<file path="src/logic/sms_pkg.sv">
// shared constants and types of the spi master/slave controller
package sms_pkg;
    localparam int NUM_CS = 4;
    localparam int CS_W = 2;
    localparam int DATA_W = 16;
    localparam int DIV_W = 8;
    localparam int WORD_W = 32;
    // transmit word field positions
    localparam int TX_DATA_LSB = 0;
    localparam int TX_CS_LSB = 16;
    localparam int LAST_XFER_BIT = 24;
    // word length: field value plus base gives bits per transfer
    localparam logic [4:0] BITS_BASE = 5'h08;
    localparam logic [3:0] BITS_MAX = 4'h8;
    localparam logic [7:0] DIV_ONE = 8'h01;
    localparam logic [5:0] EXTRA_EDGES = 6'h02;
    localparam logic [DATA_W-1:0] ALL_ONES = 16'hFFFF;
    localparam logic [NUM_CS-1:0] CS_NONE = 4'hF;
    localparam logic [NUM_CS-1:0] CS_ONE = 4'h1;

    typedef struct packed {
        logic [DIV_W-1:0] clock_divider;
        logic [3:0] bits;
        logic clock_polarity;
        logic clock_phase_select;
        logic cs_hold_after_xfer;
    } sms_cs_cfg_t;

    typedef enum {ST_IDLE, ST_SHIFT, ST_FINISH, ST_HOLD} sms_state_t;
endpackage

</file>
<file path="src/logic/sms_clk_div.sv">
// half-period enable pulse generator for the serial clock
`timescale 1ns/1ps
module sms_clk_div #(
    parameter int DIV_W = 8
) (
    input wire logic clk_sys,
    input wire logic rst_n,
    input wire logic run,
    input wire logic restart,
    input wire logic [DIV_W-1:0] div,
    output logic tick
);
    initial
    begin
        if (DIV_W < 1 || DIV_W > 16)
        begin
            $error("sms_clk_div: unsupported divider width");
        end
    end

    logic [DIV_W-1:0] cnt;

    // counts div cycles per half period; zero behaves like one
    always_ff @(posedge clk_sys)
    begin
        if (!rst_n || restart || !run)
        begin
            cnt <= '0;
            tick <= 1'b0;
        end
        else if (cnt + 1'b1 >= div)
        begin
            cnt <= '0;
            tick <= 1'b1;
        end
        else
        begin
            cnt <= cnt + 1'b1;
            tick <= 1'b0;
        end
    end
endmodule

</file>
<file path="src/logic/sms_ctrl.sv">
// spi master/slave controller core with its documented quirks
// Functional notes
// - odd divider above one, cpol1, phase0: extra pulse
// - hold, divider one, same slave: ready stays low
// - fixed, hold, dma: last flag releases select
// - fixed: dma transfer size follows select zero length
// - divider one with odd length: extra pulse
// - slave mode ignores disable; only reset stops
// - slow then fast select, cpol1, phase0: extra pulse
`timescale 1ns/1ps
module sms_ctrl (
    input wire logic clk_sys,
    input wire logic rst_n,
    input wire logic soft_reset_cmd,
    input wire logic enable_cmd,
    input wire logic disable_cmd,
    input wire logic master_select,
    input wire logic fixed_mode,
    input wire logic [sms_pkg::CS_W-1:0] fixed_cs,
    input wire logic dma_mode,
    input wire sms_pkg::sms_cs_cfg_t [sms_pkg::NUM_CS-1:0] chip_select_config,
    input wire logic [sms_pkg::WORD_W-1:0] transmit_data_reg,
    input wire logic tx_valid,
    output logic tx_ready,
    output logic transmitter_empty_flag,
    output logic xfer_size_half,
    output logic [sms_pkg::DATA_W-1:0] rx_data,
    output logic rx_valid,
    input wire logic serial_clock_pin_i,
    output logic serial_clock_pin_o,
    output logic serial_clock_pin_oe,
    input wire logic data_in,
    output logic data_out,
    input wire logic slave_select_n,
    output logic [sms_pkg::NUM_CS-1:0] cs_n_o
);
    sms_pkg::sms_state_t state;
    logic ctl_clr, enabled, tick, quirk_used, prev_slow, extra, s_loaded;
    logic sclk_s1, sclk_s2, sclk_s3, ss_s1, ss_s2, din_s1, din_s2;
    logic [sms_pkg::WORD_W-1:0] hold;
    logic [sms_pkg::CS_W-1:0] cur_idx;
    logic cur_last;
    logic [sms_pkg::DATA_W-1:0] tx_sh, rx_sh, next_tx_sh;
    logic [5:0] edge_cnt;
    logic [4:0] s_cnt;
    sms_pkg::sms_cs_cfg_t cur_cfg;

    // soft reset acts like the system reset on all control state
    assign ctl_clr = !rst_n || soft_reset_cmd;

    // word selection and load conditions
    logic [sms_pkg::CS_W-1:0] sel_idx;
    sms_pkg::sms_cs_cfg_t sel_cfg, cfg0;
    logic load_m, dup_quirk, div_one, odd_quirk, len_quirk, mix_quirk;
    logic [4:0] sel_bits, cur_bits;
    logic [5:0] total_edges;
    logic capture, s_active, s_lead, s_edge, s_sample;
    assign sel_idx = fixed_mode ? fixed_cs : hold[sms_pkg::TX_CS_LSB +: sms_pkg::CS_W];
    assign sel_cfg = chip_select_config[sel_idx];
    assign cfg0 = chip_select_config[0];
    assign sel_bits = sms_pkg::BITS_BASE + {1'b0, sel_cfg.bits};
    assign cur_bits = sms_pkg::BITS_BASE + {1'b0, cur_cfg.bits};
    assign load_m = master_select && enabled && state != sms_pkg::ST_SHIFT
        && state != sms_pkg::ST_FINISH && !tx_ready;
    assign div_one = sel_cfg.clock_divider == sms_pkg::DIV_ONE;
    assign dup_quirk = load_m && state == sms_pkg::ST_HOLD && sel_idx == cur_idx
        && sel_cfg.cs_hold_after_xfer && div_one && !quirk_used;
    assign odd_quirk = sel_cfg.clock_divider[0] && !div_one
        && sel_cfg.clock_polarity && !sel_cfg.clock_phase_select;
    assign len_quirk = div_one && sel_cfg.bits[0];
    assign mix_quirk = div_one && prev_slow && sel_cfg.clock_polarity && !sel_cfg.clock_phase_select;
    assign total_edges = {cur_bits, 1'b0} + (extra ? sms_pkg::EXTRA_EDGES : 6'h00);
    assign capture = edge_cnt[0] != cur_cfg.clock_phase_select;
    assign s_active = !master_select && enabled && !ss_s2;
    assign s_edge = sclk_s2 != sclk_s3;
    assign s_lead = s_edge && sclk_s2 != cfg0.clock_polarity;
    assign s_sample = s_edge && (cfg0.clock_phase_select ? s_lead : !s_lead);

    sms_clk_div #(.DIV_W(sms_pkg::DIV_W)) u_div (
        .clk_sys(clk_sys),
        .rst_n(!ctl_clr),
        .run(state == sms_pkg::ST_SHIFT),
        .restart(load_m),
        .div(cur_cfg.clock_divider),
        .tick(tick)
    );

    // pin synchronisers for slave clock, select and serial input
    always_ff @(posedge clk_sys)
    begin
        if (!rst_n)
        begin
            {sclk_s1, sclk_s2, sclk_s3} <= 3'h0;
            {ss_s1, ss_s2, din_s1, din_s2} <= 4'hF;
        end
        else
        begin
            sclk_s1 <= serial_clock_pin_i;
            sclk_s2 <= sclk_s1;
            sclk_s3 <= sclk_s2;
            ss_s1 <= slave_select_n;
            ss_s2 <= ss_s1;
            din_s1 <= data_in;
            din_s2 <= din_s1;
        end
    end

    // enable; disable only takes effect in master operation
    always_ff @(posedge clk_sys)
    begin
        if (ctl_clr)
            enabled <= 1'b0;
        else if (enable_cmd)
            enabled <= 1'b1;
        else if (disable_cmd && master_select)
            enabled <= 1'b0;
    end

    // holding register and transmit-ready handshake
    always_ff @(posedge clk_sys)
    begin
        if (ctl_clr)
        begin
            hold <= '0;
            tx_ready <= 1'b1;
            quirk_used <= 1'b0;
        end
        else if (load_m)
        begin
            tx_ready <= dup_quirk ? 1'b0 : 1'b1;
            quirk_used <= dup_quirk;
        end
        else if (!master_select && s_active && !s_loaded && !tx_ready)
            tx_ready <= 1'b1;
        else if (tx_valid && tx_ready)
        begin
            hold <= transmit_data_reg;
            tx_ready <= 1'b0;
        end
    end

    // master sequencer, select outputs and clock level
    always_ff @(posedge clk_sys)
    begin
        if (ctl_clr)
        begin
            state <= sms_pkg::ST_IDLE;
            cs_n_o <= sms_pkg::CS_NONE;
            serial_clock_pin_o <= 1'b0;
            serial_clock_pin_oe <= 1'b0;
            cur_idx <= '0;
            cur_cfg <= '0;
            cur_last <= 1'b0;
            extra <= 1'b0;
            prev_slow <= 1'b0;
            edge_cnt <= '0;
        end
        else
        begin
            serial_clock_pin_oe <= master_select;
            if (load_m)
            begin
                state <= sms_pkg::ST_SHIFT;
                cur_idx <= sel_idx;
                cur_cfg <= sel_cfg;
                cur_last <= hold[sms_pkg::LAST_XFER_BIT];
                extra <= odd_quirk || len_quirk || mix_quirk;
                prev_slow <= !div_one;
                edge_cnt <= '0;
                cs_n_o <= ~(sms_pkg::CS_ONE << sel_idx);
                serial_clock_pin_o <= sel_cfg.clock_polarity;
            end
            else if (state == sms_pkg::ST_SHIFT && tick)
            begin
                serial_clock_pin_o <= ~serial_clock_pin_o;
                edge_cnt <= edge_cnt + 6'h01;
                if (edge_cnt == total_edges - 6'h01)
                    state <= sms_pkg::ST_FINISH;
            end
            else if (state == sms_pkg::ST_FINISH)
            begin
                if (cur_cfg.cs_hold_after_xfer && !(cur_last && (!fixed_mode || dma_mode)))
                    state <= sms_pkg::ST_HOLD;
                else
                begin
                    state <= sms_pkg::ST_IDLE;
                    cs_n_o <= sms_pkg::CS_NONE;
                end
            end
            else if (state == sms_pkg::ST_IDLE)
                serial_clock_pin_o <= master_select ? sel_cfg.clock_polarity : 1'b0;
        end
    end

    // shift path shared by master and slave operation
    always_comb
    begin
        next_tx_sh = tx_sh;
        if (load_m)
            next_tx_sh = hold[sms_pkg::TX_DATA_LSB +: sms_pkg::DATA_W] << (5'h10 - sel_bits);
        else if (master_select && state == sms_pkg::ST_SHIFT && tick && edge_cnt < {cur_bits, 1'b0}
            && !capture && edge_cnt != 6'h00)
            next_tx_sh = {tx_sh[sms_pkg::DATA_W-2:0], 1'b0};
        else if (s_active && !s_loaded)
            next_tx_sh = tx_ready ? '0 : hold[sms_pkg::TX_DATA_LSB +: sms_pkg::DATA_W]
                << (5'h10 - (sms_pkg::BITS_BASE + {1'b0, cfg0.bits}));
        else if (s_active && s_edge && !s_sample && s_cnt != 5'h00)
            next_tx_sh = {tx_sh[sms_pkg::DATA_W-2:0], 1'b0};
    end

    // shift registers, received word and slave bit count
    always_ff @(posedge clk_sys)
    begin
        if (ctl_clr)
        begin
            tx_sh <= '0;
            rx_sh <= '0;
            data_out <= 1'b0;
            rx_data <= '0;
            rx_valid <= 1'b0;
            s_cnt <= '0;
            s_loaded <= 1'b0;
        end
        else
        begin
            tx_sh <= next_tx_sh;
            data_out <= next_tx_sh[sms_pkg::DATA_W-1];
            rx_valid <= 1'b0;
            if (master_select && state == sms_pkg::ST_SHIFT && tick && edge_cnt < {cur_bits, 1'b0} && capture)
                rx_sh <= {rx_sh[sms_pkg::DATA_W-2:0], din_s2};
            else if (master_select && state == sms_pkg::ST_FINISH)
            begin
                rx_data <= rx_sh & (sms_pkg::ALL_ONES >> (5'h10 - cur_bits));
                rx_valid <= 1'b1;
            end
            if (!s_active)
            begin
                s_cnt <= '0;
                s_loaded <= 1'b0;
            end
            else
            begin
                s_loaded <= 1'b1;
                if (s_sample && s_loaded)
                begin
                    rx_sh <= {rx_sh[sms_pkg::DATA_W-2:0], din_s2};
                    s_cnt <= s_cnt + 5'h01;
                    if (s_cnt == sms_pkg::BITS_BASE + {1'b0, cfg0.bits} - 5'h01)
                    begin
                        rx_data <= {rx_sh[sms_pkg::DATA_W-2:0], din_s2}
                            & (sms_pkg::ALL_ONES >> (5'h10 - sms_pkg::BITS_BASE - {1'b0, cfg0.bits}));
                        rx_valid <= 1'b1;
                        s_cnt <= '0;
                        s_loaded <= 1'b0;
                    end
                end
            end
        end
    end

    // status flags and dma transfer size
    always_ff @(posedge clk_sys)
    begin
        if (ctl_clr)
        begin
            transmitter_empty_flag <= 1'b1;
            xfer_size_half <= 1'b0;
        end
        else
        begin
            transmitter_empty_flag <= tx_ready && state != sms_pkg::ST_SHIFT && state != sms_pkg::ST_FINISH;
            if (fixed_mode)
                xfer_size_half <= cfg0.bits != 4'h0;
            else
                xfer_size_half <= sel_cfg.bits != 4'h0;
        end
    end

    // helper: count of serial clock toggles in the current transfer
    logic [5:0] tgl_cnt;
    always_ff @(posedge clk_sys)
    begin
        if (ctl_clr || load_m)
            tgl_cnt <= '0;
        else if (state == sms_pkg::ST_SHIFT && tick)
            tgl_cnt <= tgl_cnt + 6'h01;
    end
endmodule

</file>
<file path="config.mk">
export PLATFORM = sky130hd
export DESIGN_NAME = sms_ctrl
export DESIGN_NICKNAME = d
export VERILOG_FILES = /design/src/logic/sms_pkg.sv /design/src/logic/sms_clk_div.sv /design/src/logic/sms_ctrl.sv
export SDC_FILE = /design/constraint.sdc
export NUM_CORES = 1
export LEC_CHECK = 0
export ABC_CLOCK_PERIOD_IN_PS = 4600
export BUFFER_PORTS_ARGS = -buffer_cell sky130_fd_sc_hd__buf_4
export CORE_MARGIN = 2
export CORE_UTILIZATION = 58
export CTS_BUF_LIST = sky130_fd_sc_hd__clkbuf_8 sky130_fd_sc_hd__clkbuf_16
export DETAILED_ROUTE_END_ITERATION = 10
export GPL_ROUTABILITY_DRIVEN = 0
export PLACE_DENSITY = 0.93
export SLEW_MARGIN = 5
export SYNTH_ARGS = -nofsm -noshare
export SYNTH_HDL_FRONTEND = slang
export SYNTH_SLANG_ARGS = --single-unit
</file>
<file path="constraint.sdc">
create_clock -name clk_sys -period 4.6 [get_ports clk_sys]
set_input_delay 0.92 -clock clk_sys [delete_from_list [all_inputs] [get_ports clk_sys]]
set_output_delay 0.92 -clock clk_sys [all_outputs]
set_load 0.02 [all_outputs]
</file>
=== After elaboration in Yosys (flattened, before gate mapping) ===
Index checks and enable logic that the tools add are counted.
W data, S select, Z words.

* Magnitude comparators: 3
* Bitwise logic cells: 7
* Reductions and logical operators: 82
* Equal/unequal tests: 17
* Multiplexer cells: 48
* Add/subtract/negate cells: 13
* Shift operators: 5

{| class="wikitable"
|+ Operators by type and width
! kind !! number
|-
| $mux W16 || 13
|-
| $mux W32 || 3
|-
| $eq A32 B3 Y1 const B || 2
|-
| $logic_and A1 B1 Y1 || 42
|-
| $and A16 B16 Y16 || 2
|-
| $eq A32 B2 Y1 const B || 1
|-
| $logic_not A32 Y1 || 1
|-
| $ne A32 B2 Y1 const B || 1
|-
| $ne A32 B3 Y1 const B || 1
|-
| $shl A16 B5 Y16 || 2
|-
| $shr A16 B5 Y16 const A || 2
|-
| $bmux W15 S2 || 1
|-
| $mux W1 || 22
|-
| $mux W4 || 4
|-
| $add A4 B4 Y5 const A || 3
|-
| $mux W15 || 1
|-
| $sub A5 B5 Y5 const A || 3
|-
| $logic_not A1 Y1 || 14
|-
| $reduce_bool A4 Y1 || 3
|-
| $reduce_bool A3 Y1 || 3
|-
| $add A8 B1 Y8 const B || 1
|-
| $eq A8 B1 Y1 const B || 1
|-
| $ge A8 B8 Y1 || 1
|-
| $add A6 B1 Y6 const B || 1
|-
| 26 further kinds || 47
|}

* Register bits after elaboration: 164

=== Depth between registers and ports, before layout ===
* Depth after elaboration: 12
* Depth in mapped cells: 16
* Mapped depth without buffers: 12

=== Hierarchy ===
Synthesis repeated with hierarchy kept, for this count alone.

* Cell total of the unflattened synthesis: 919
* Area, all modules: 8018.9 µm²

{| class="wikitable"
|+ Modules (own cells, without submodules)
! module !! sequential area each (µm²) !! cells an instance !! area each (µm²) !! times used
|-
| sms_ctrl || 2382.3 || 858 || 7388.3 || 1
|-
| sms_clk_div || 180.2 || 61 || 630.6 || 1
|}

=== Least setup slack after synthesis ===
No wires, ideal clock.

* Path kind: input to register
* From: input port fixed_mode
* To: register tx_sh[9] (netlist name)
* Setup slack: 0.534 ns
* Arrival time: 3.946 ns
* Cell stages on the path: 13
* Path through: buf_6 > mux2i_4 > mux2i_2 > mux2i_4 > inv_4 > buf_6 > ha_1 > inv_1 > clkbuf_1 > mux4_2 > mux2_2 > a211oi_1 > nor2_1

* Word-level cells in the longest chain between the ends: 7

{| class="wikitable"
|+ Ends and longest elaborated chain
! item !! line !! text
|-
| start: declaration || sms_ctrl.sv:18 || <nowiki>input wire logic fixed_mode,</nowiki>
|-
| $mux W2 || sms_ctrl.sv:58 || <nowiki>assign sel_idx = fixed_mode ? fixed_cs : hold[sms_pkg::TX_CS_LSB +: sms_pkg::CS_W];</nowiki>
|-
| $bmux W15 S2 || sms_ctrl.sv:59 || <nowiki>assign sel_cfg = chip_select_config[sel_idx];</nowiki>
|-
| $mux W15 (implied by the code) || sms_ctrl.sv:59 ||
|-
| $add A4 B4 Y5 || sms_ctrl.sv:61 || <nowiki>assign sel_bits = sms_pkg::BITS_BASE + {1'b0, sel_cfg.bits};</nowiki>
|-
| $sub A5 B5 Y5 || sms_ctrl.sv:200 || <nowiki>next_tx_sh = hold[sms_pkg::TX_DATA_LSB +: sms_pkg::DATA_W] << (5'h10 - sel_bits);</nowiki>
|-
| $shl A16 B5 Y16 || sms_ctrl.sv:200 ||
|-
| $mux W16 || sms_ctrl.sv:199 || <nowiki>if (load_m)</nowiki>
|-
| end signal: assignment || sms_ctrl.sv:226 || <nowiki>tx_sh <= next_tx_sh;</nowiki>
|-
| end: declaration || sms_ctrl.sv:43 || <nowiki>logic [sms_pkg::DATA_W-1:0] tx_sh, rx_sh, next_tx_sh;</nowiki>
|}

No other way between the ends. The select of a mux whose other input is x is not followed.
A chain may end at the register's enable or synchronous reset.

=== Final worst setup path ===
* From: input port fixed_mode
* To: register tx_sh[7] (netlist name)

The elaborated chain is that of the path after synthesis.

==> impl_metrics.yaml <==
run_status:
  outcome: "completed"
synth:
  synth_cells: 952
  synth.yosys.warnings: 0
  synthFlopType: "dfxtp_1"
  syn_avg_cell_area_sq_um: 8.48
  synth_edf_count: 0
  syn-num-nets: 1092
  synth.distinct_cells: 74
  yosysSeqAreaShare: 0.317
  ys_seq_elements: 128
  netlist_area_sq_um: 8080
  synthArstFlopShare: 0
route:
  via_count: 7902
  dr_wl_met2_um: 11100
  highest_layer: "met4"
  drt_first_pass_iters: 6
  ant_nets: 0
  routed_wl_um: 22800
  drt_iter0_markers: 1080
  wirelength_met1_um: 9010
  wl_met3_um: 2010
  wl_per_cell_um: 18.5
  drc: 0
  via_per_inst: 6.39
worst_setup_path:
  path_buf_inv: 4
  cpMaxStageDelayCell: "mux2i_2"
  r2r_slack_ns: 1.18
  arrival_ns: 4.17
  endpoint_kind: "flop"
  cpPeakStageDelay_ns: 0.48
  worst-r2r-cell-count: 11
  path_delay_family: "multiplexers"
  required_ns: 4.92
  worst-path-stages: 12
  cp-start-kind: "input pin"
  crit_type: "in -> reg"
  r2r_end: "tx_sh[7]$_SDFFE_PP0P_"
  cp_max_fo: 17
  crit_chain: "buf_4, mux2i_4, mux2i_2, mux2i_4, inv_4, ha_1, inv_1, buf_4, mux4_2, a22oi_1, o221ai_1, o211a_1"
  r2r-start: "hold[17]$_SDFFE_PP0P_"
sta:
  grt_setup_unrepaired: "false"
  period_share: 0.838
  period_minus_slack_ns: 3.86
  fin_worst_skew_ns: 0.00919
  worst_slack_ns: 0.744
  report.final.setup_viol: 0
  clock.fmax_ghz: 0.259
  holdWs_ns: 0.412
  tns_ns: 0
  slew-limit-headroom: 0.380
  slew_viol_final: 0
  finalHoldViolations: 0
  worst_pin_slew_ns: 0.923
flow_run:
  drv_cap: 0
clock_tree:
  cts.sinks: 128
  ctsResizeCount: 0
  postCtsSetupBuffers: 0
  holdBufCountCts: 0
  clk_latency_ns: 0.43
  cts_root_buf: "clkbuf_16"
  cts_buffers: 17
  htree_levels: 4
  cts_tree: "built"
  clk_pin_slew_ns: 0.06
  clockBufferDepth: 2
die:
  core_sq_um: 13700
  rows: 43
  dieHeight_um: 122
  start_util: 0.589
  die_area_sq_um: 14900
  die_x_um: 122
  io_pins: 133
cells_and_area:
  drive_gt1_frac: 0.205
  antennaDiodeCount: 0
  fillers: 965
  nets: 1183
  final_cell_mix: "nand2_1, buf_4, dfxtp_1"
  area_delta_synth_final_pct: 19.0
  layout_commonest_cell: "nand2_1"
place:
  hpwlAfterDp_um: 15900
  portBuffers: 119
  dp_slack_ns: 0.385
pwr:
  power_mw: 2.94
  p_leak_nw: 3.84
  power.density_nw_per_um2: 306
  vdd.ir_drop.worst_mv: 0.266
global_routing:
  overflow: 0
  grt_pass1_vias: 7225
  grt_use_total: 0.307
  grt_max_degree: 45
  grt_first_pass_wirelength_um: 36100
  antenna_found_initial: 0
hold_path:
  min_path_type: "reg -> reg"
  holdPathStages: 1
  holdCritStartpoint: "din_s1$_SDFF_PN1_"
  min_to: "din_s2$_SDFF_PN1_"
==> state kept, by name, indices dropped and copies added (netlist names), 2 cells and up <==
name       count
cs_n_o         4
cur_cfg       14
cur_idx        2
edge_cnt       6
hold          19
rx_data       16
rx_sh         16
s_cnt          5
state          2
tx_sh         15
u_div.cnt      8
==> area by class of cell <==
| class | instances | area [sq um] | area share |
|---|---|---|---|
| clock buffers | 17 | 425 | 0.0443 |
| flip-flops and latches | 128 | 2560 | 0.267 |
| repair buffers | 132 | 991 | 0.103 |
| clock inverters | 15 | 158 | 0.0164 |
| well taps | 180 | 225 | 0.0234 |
| inverters | 33 | 126 | 0.0132 |
| multi-input cells | 731 | 5120 | 0.533 |
==> worst max-delay path by stage <==
stage / from / to / slack, ns
2_1_floorplan: fixed_mode / tx_sh[9]$_SDFFE_PP0P_ / 0.53
3_3_place_gp: fixed_mode / tx_sh[7]$_SDFFE_PP0P_ / 0.47
3_5_place_dp: fixed_mode / tx_sh[7]$_SDFFE_PP0P_ / 0.39
4_1_cts: fixed_mode / tx_sh[7]$_SDFFE_PP0P_ / 0.80
5_1_grt: fixed_mode / tx_sh[8]$_SDFFE_PP0P_ / 0.47
6_report: fixed_mode / tx_sh[7]$_SDFFE_PP0P_ / 0.74
==> routing by layer <==
metal | GRT usage | vias to the layer above
met1 | 0.392 | 3705
met4 | 0.131 | 0
met2 | 0.498 | 502
li1 | - | 3627
met5 | 0 | -
met3 | 0.0712 | 68
==> cells by family after synthesis <==
logic type,count (synthesis),synth area share
compound gates,213,0.169
xor+xnor,34,0.0387
fa+ha+maj,34,0.0536
buf+inv,93,0.0490
flops,128,0.317
mux,103,0.167
simple gates,347,0.205
==> stage by stage <==
step | cells | cell area (sq um) | utilization
after floorplan | 952 | 8080 | -
final | 1236 | 9610 | 0.700
after CTS | 1236 | 9610 | 0.700
after detailed placement | 1204 | 9030 | 0.658
after global routing | 1236 | 9610 | 0.700
after global placement | 1204 | 9030 | 0.658
==> report_power, final <==
part	switching (mW)	leakage [nW]	internal, mW
logic	0.259	2.52	0.206
registers	0.0160	1.03	1.12
clock network	0.536	0.282	0.802
==> synth_stat cells (14+ instances only) <==
master	n	area [sq um]
a21oi_1	88	440
clkbuf_1	42	158
nand3_1	21	105
nand2_1	154	578
mux2_2	16	180
o21ai_0	24	120
xnor2_1	18	158
ha_1	33	413
a31oi_1	16	100
mux4_2	20	450
nand2b_1	19	119
and2_1	15	93.8
xor2_1	14	123
dfxtp_1	128	2560
nor2_1	59	221
inv_1	31	116
mux2i_1	62	621
==> worst register-to-register path, delay by kind of cell (launching register included) <==
kind / cells / cell delay (ns)
AO/OA/AOI/OAI: 3 / 0.63
multiplexers: 4 / 1.21
buffers and inverters: 3 / 0.71
flip-flops: 1 / 0.33
adder cells (fa/ha/maj): 1 / 0.44
Power figures use the tool's default switching activity.
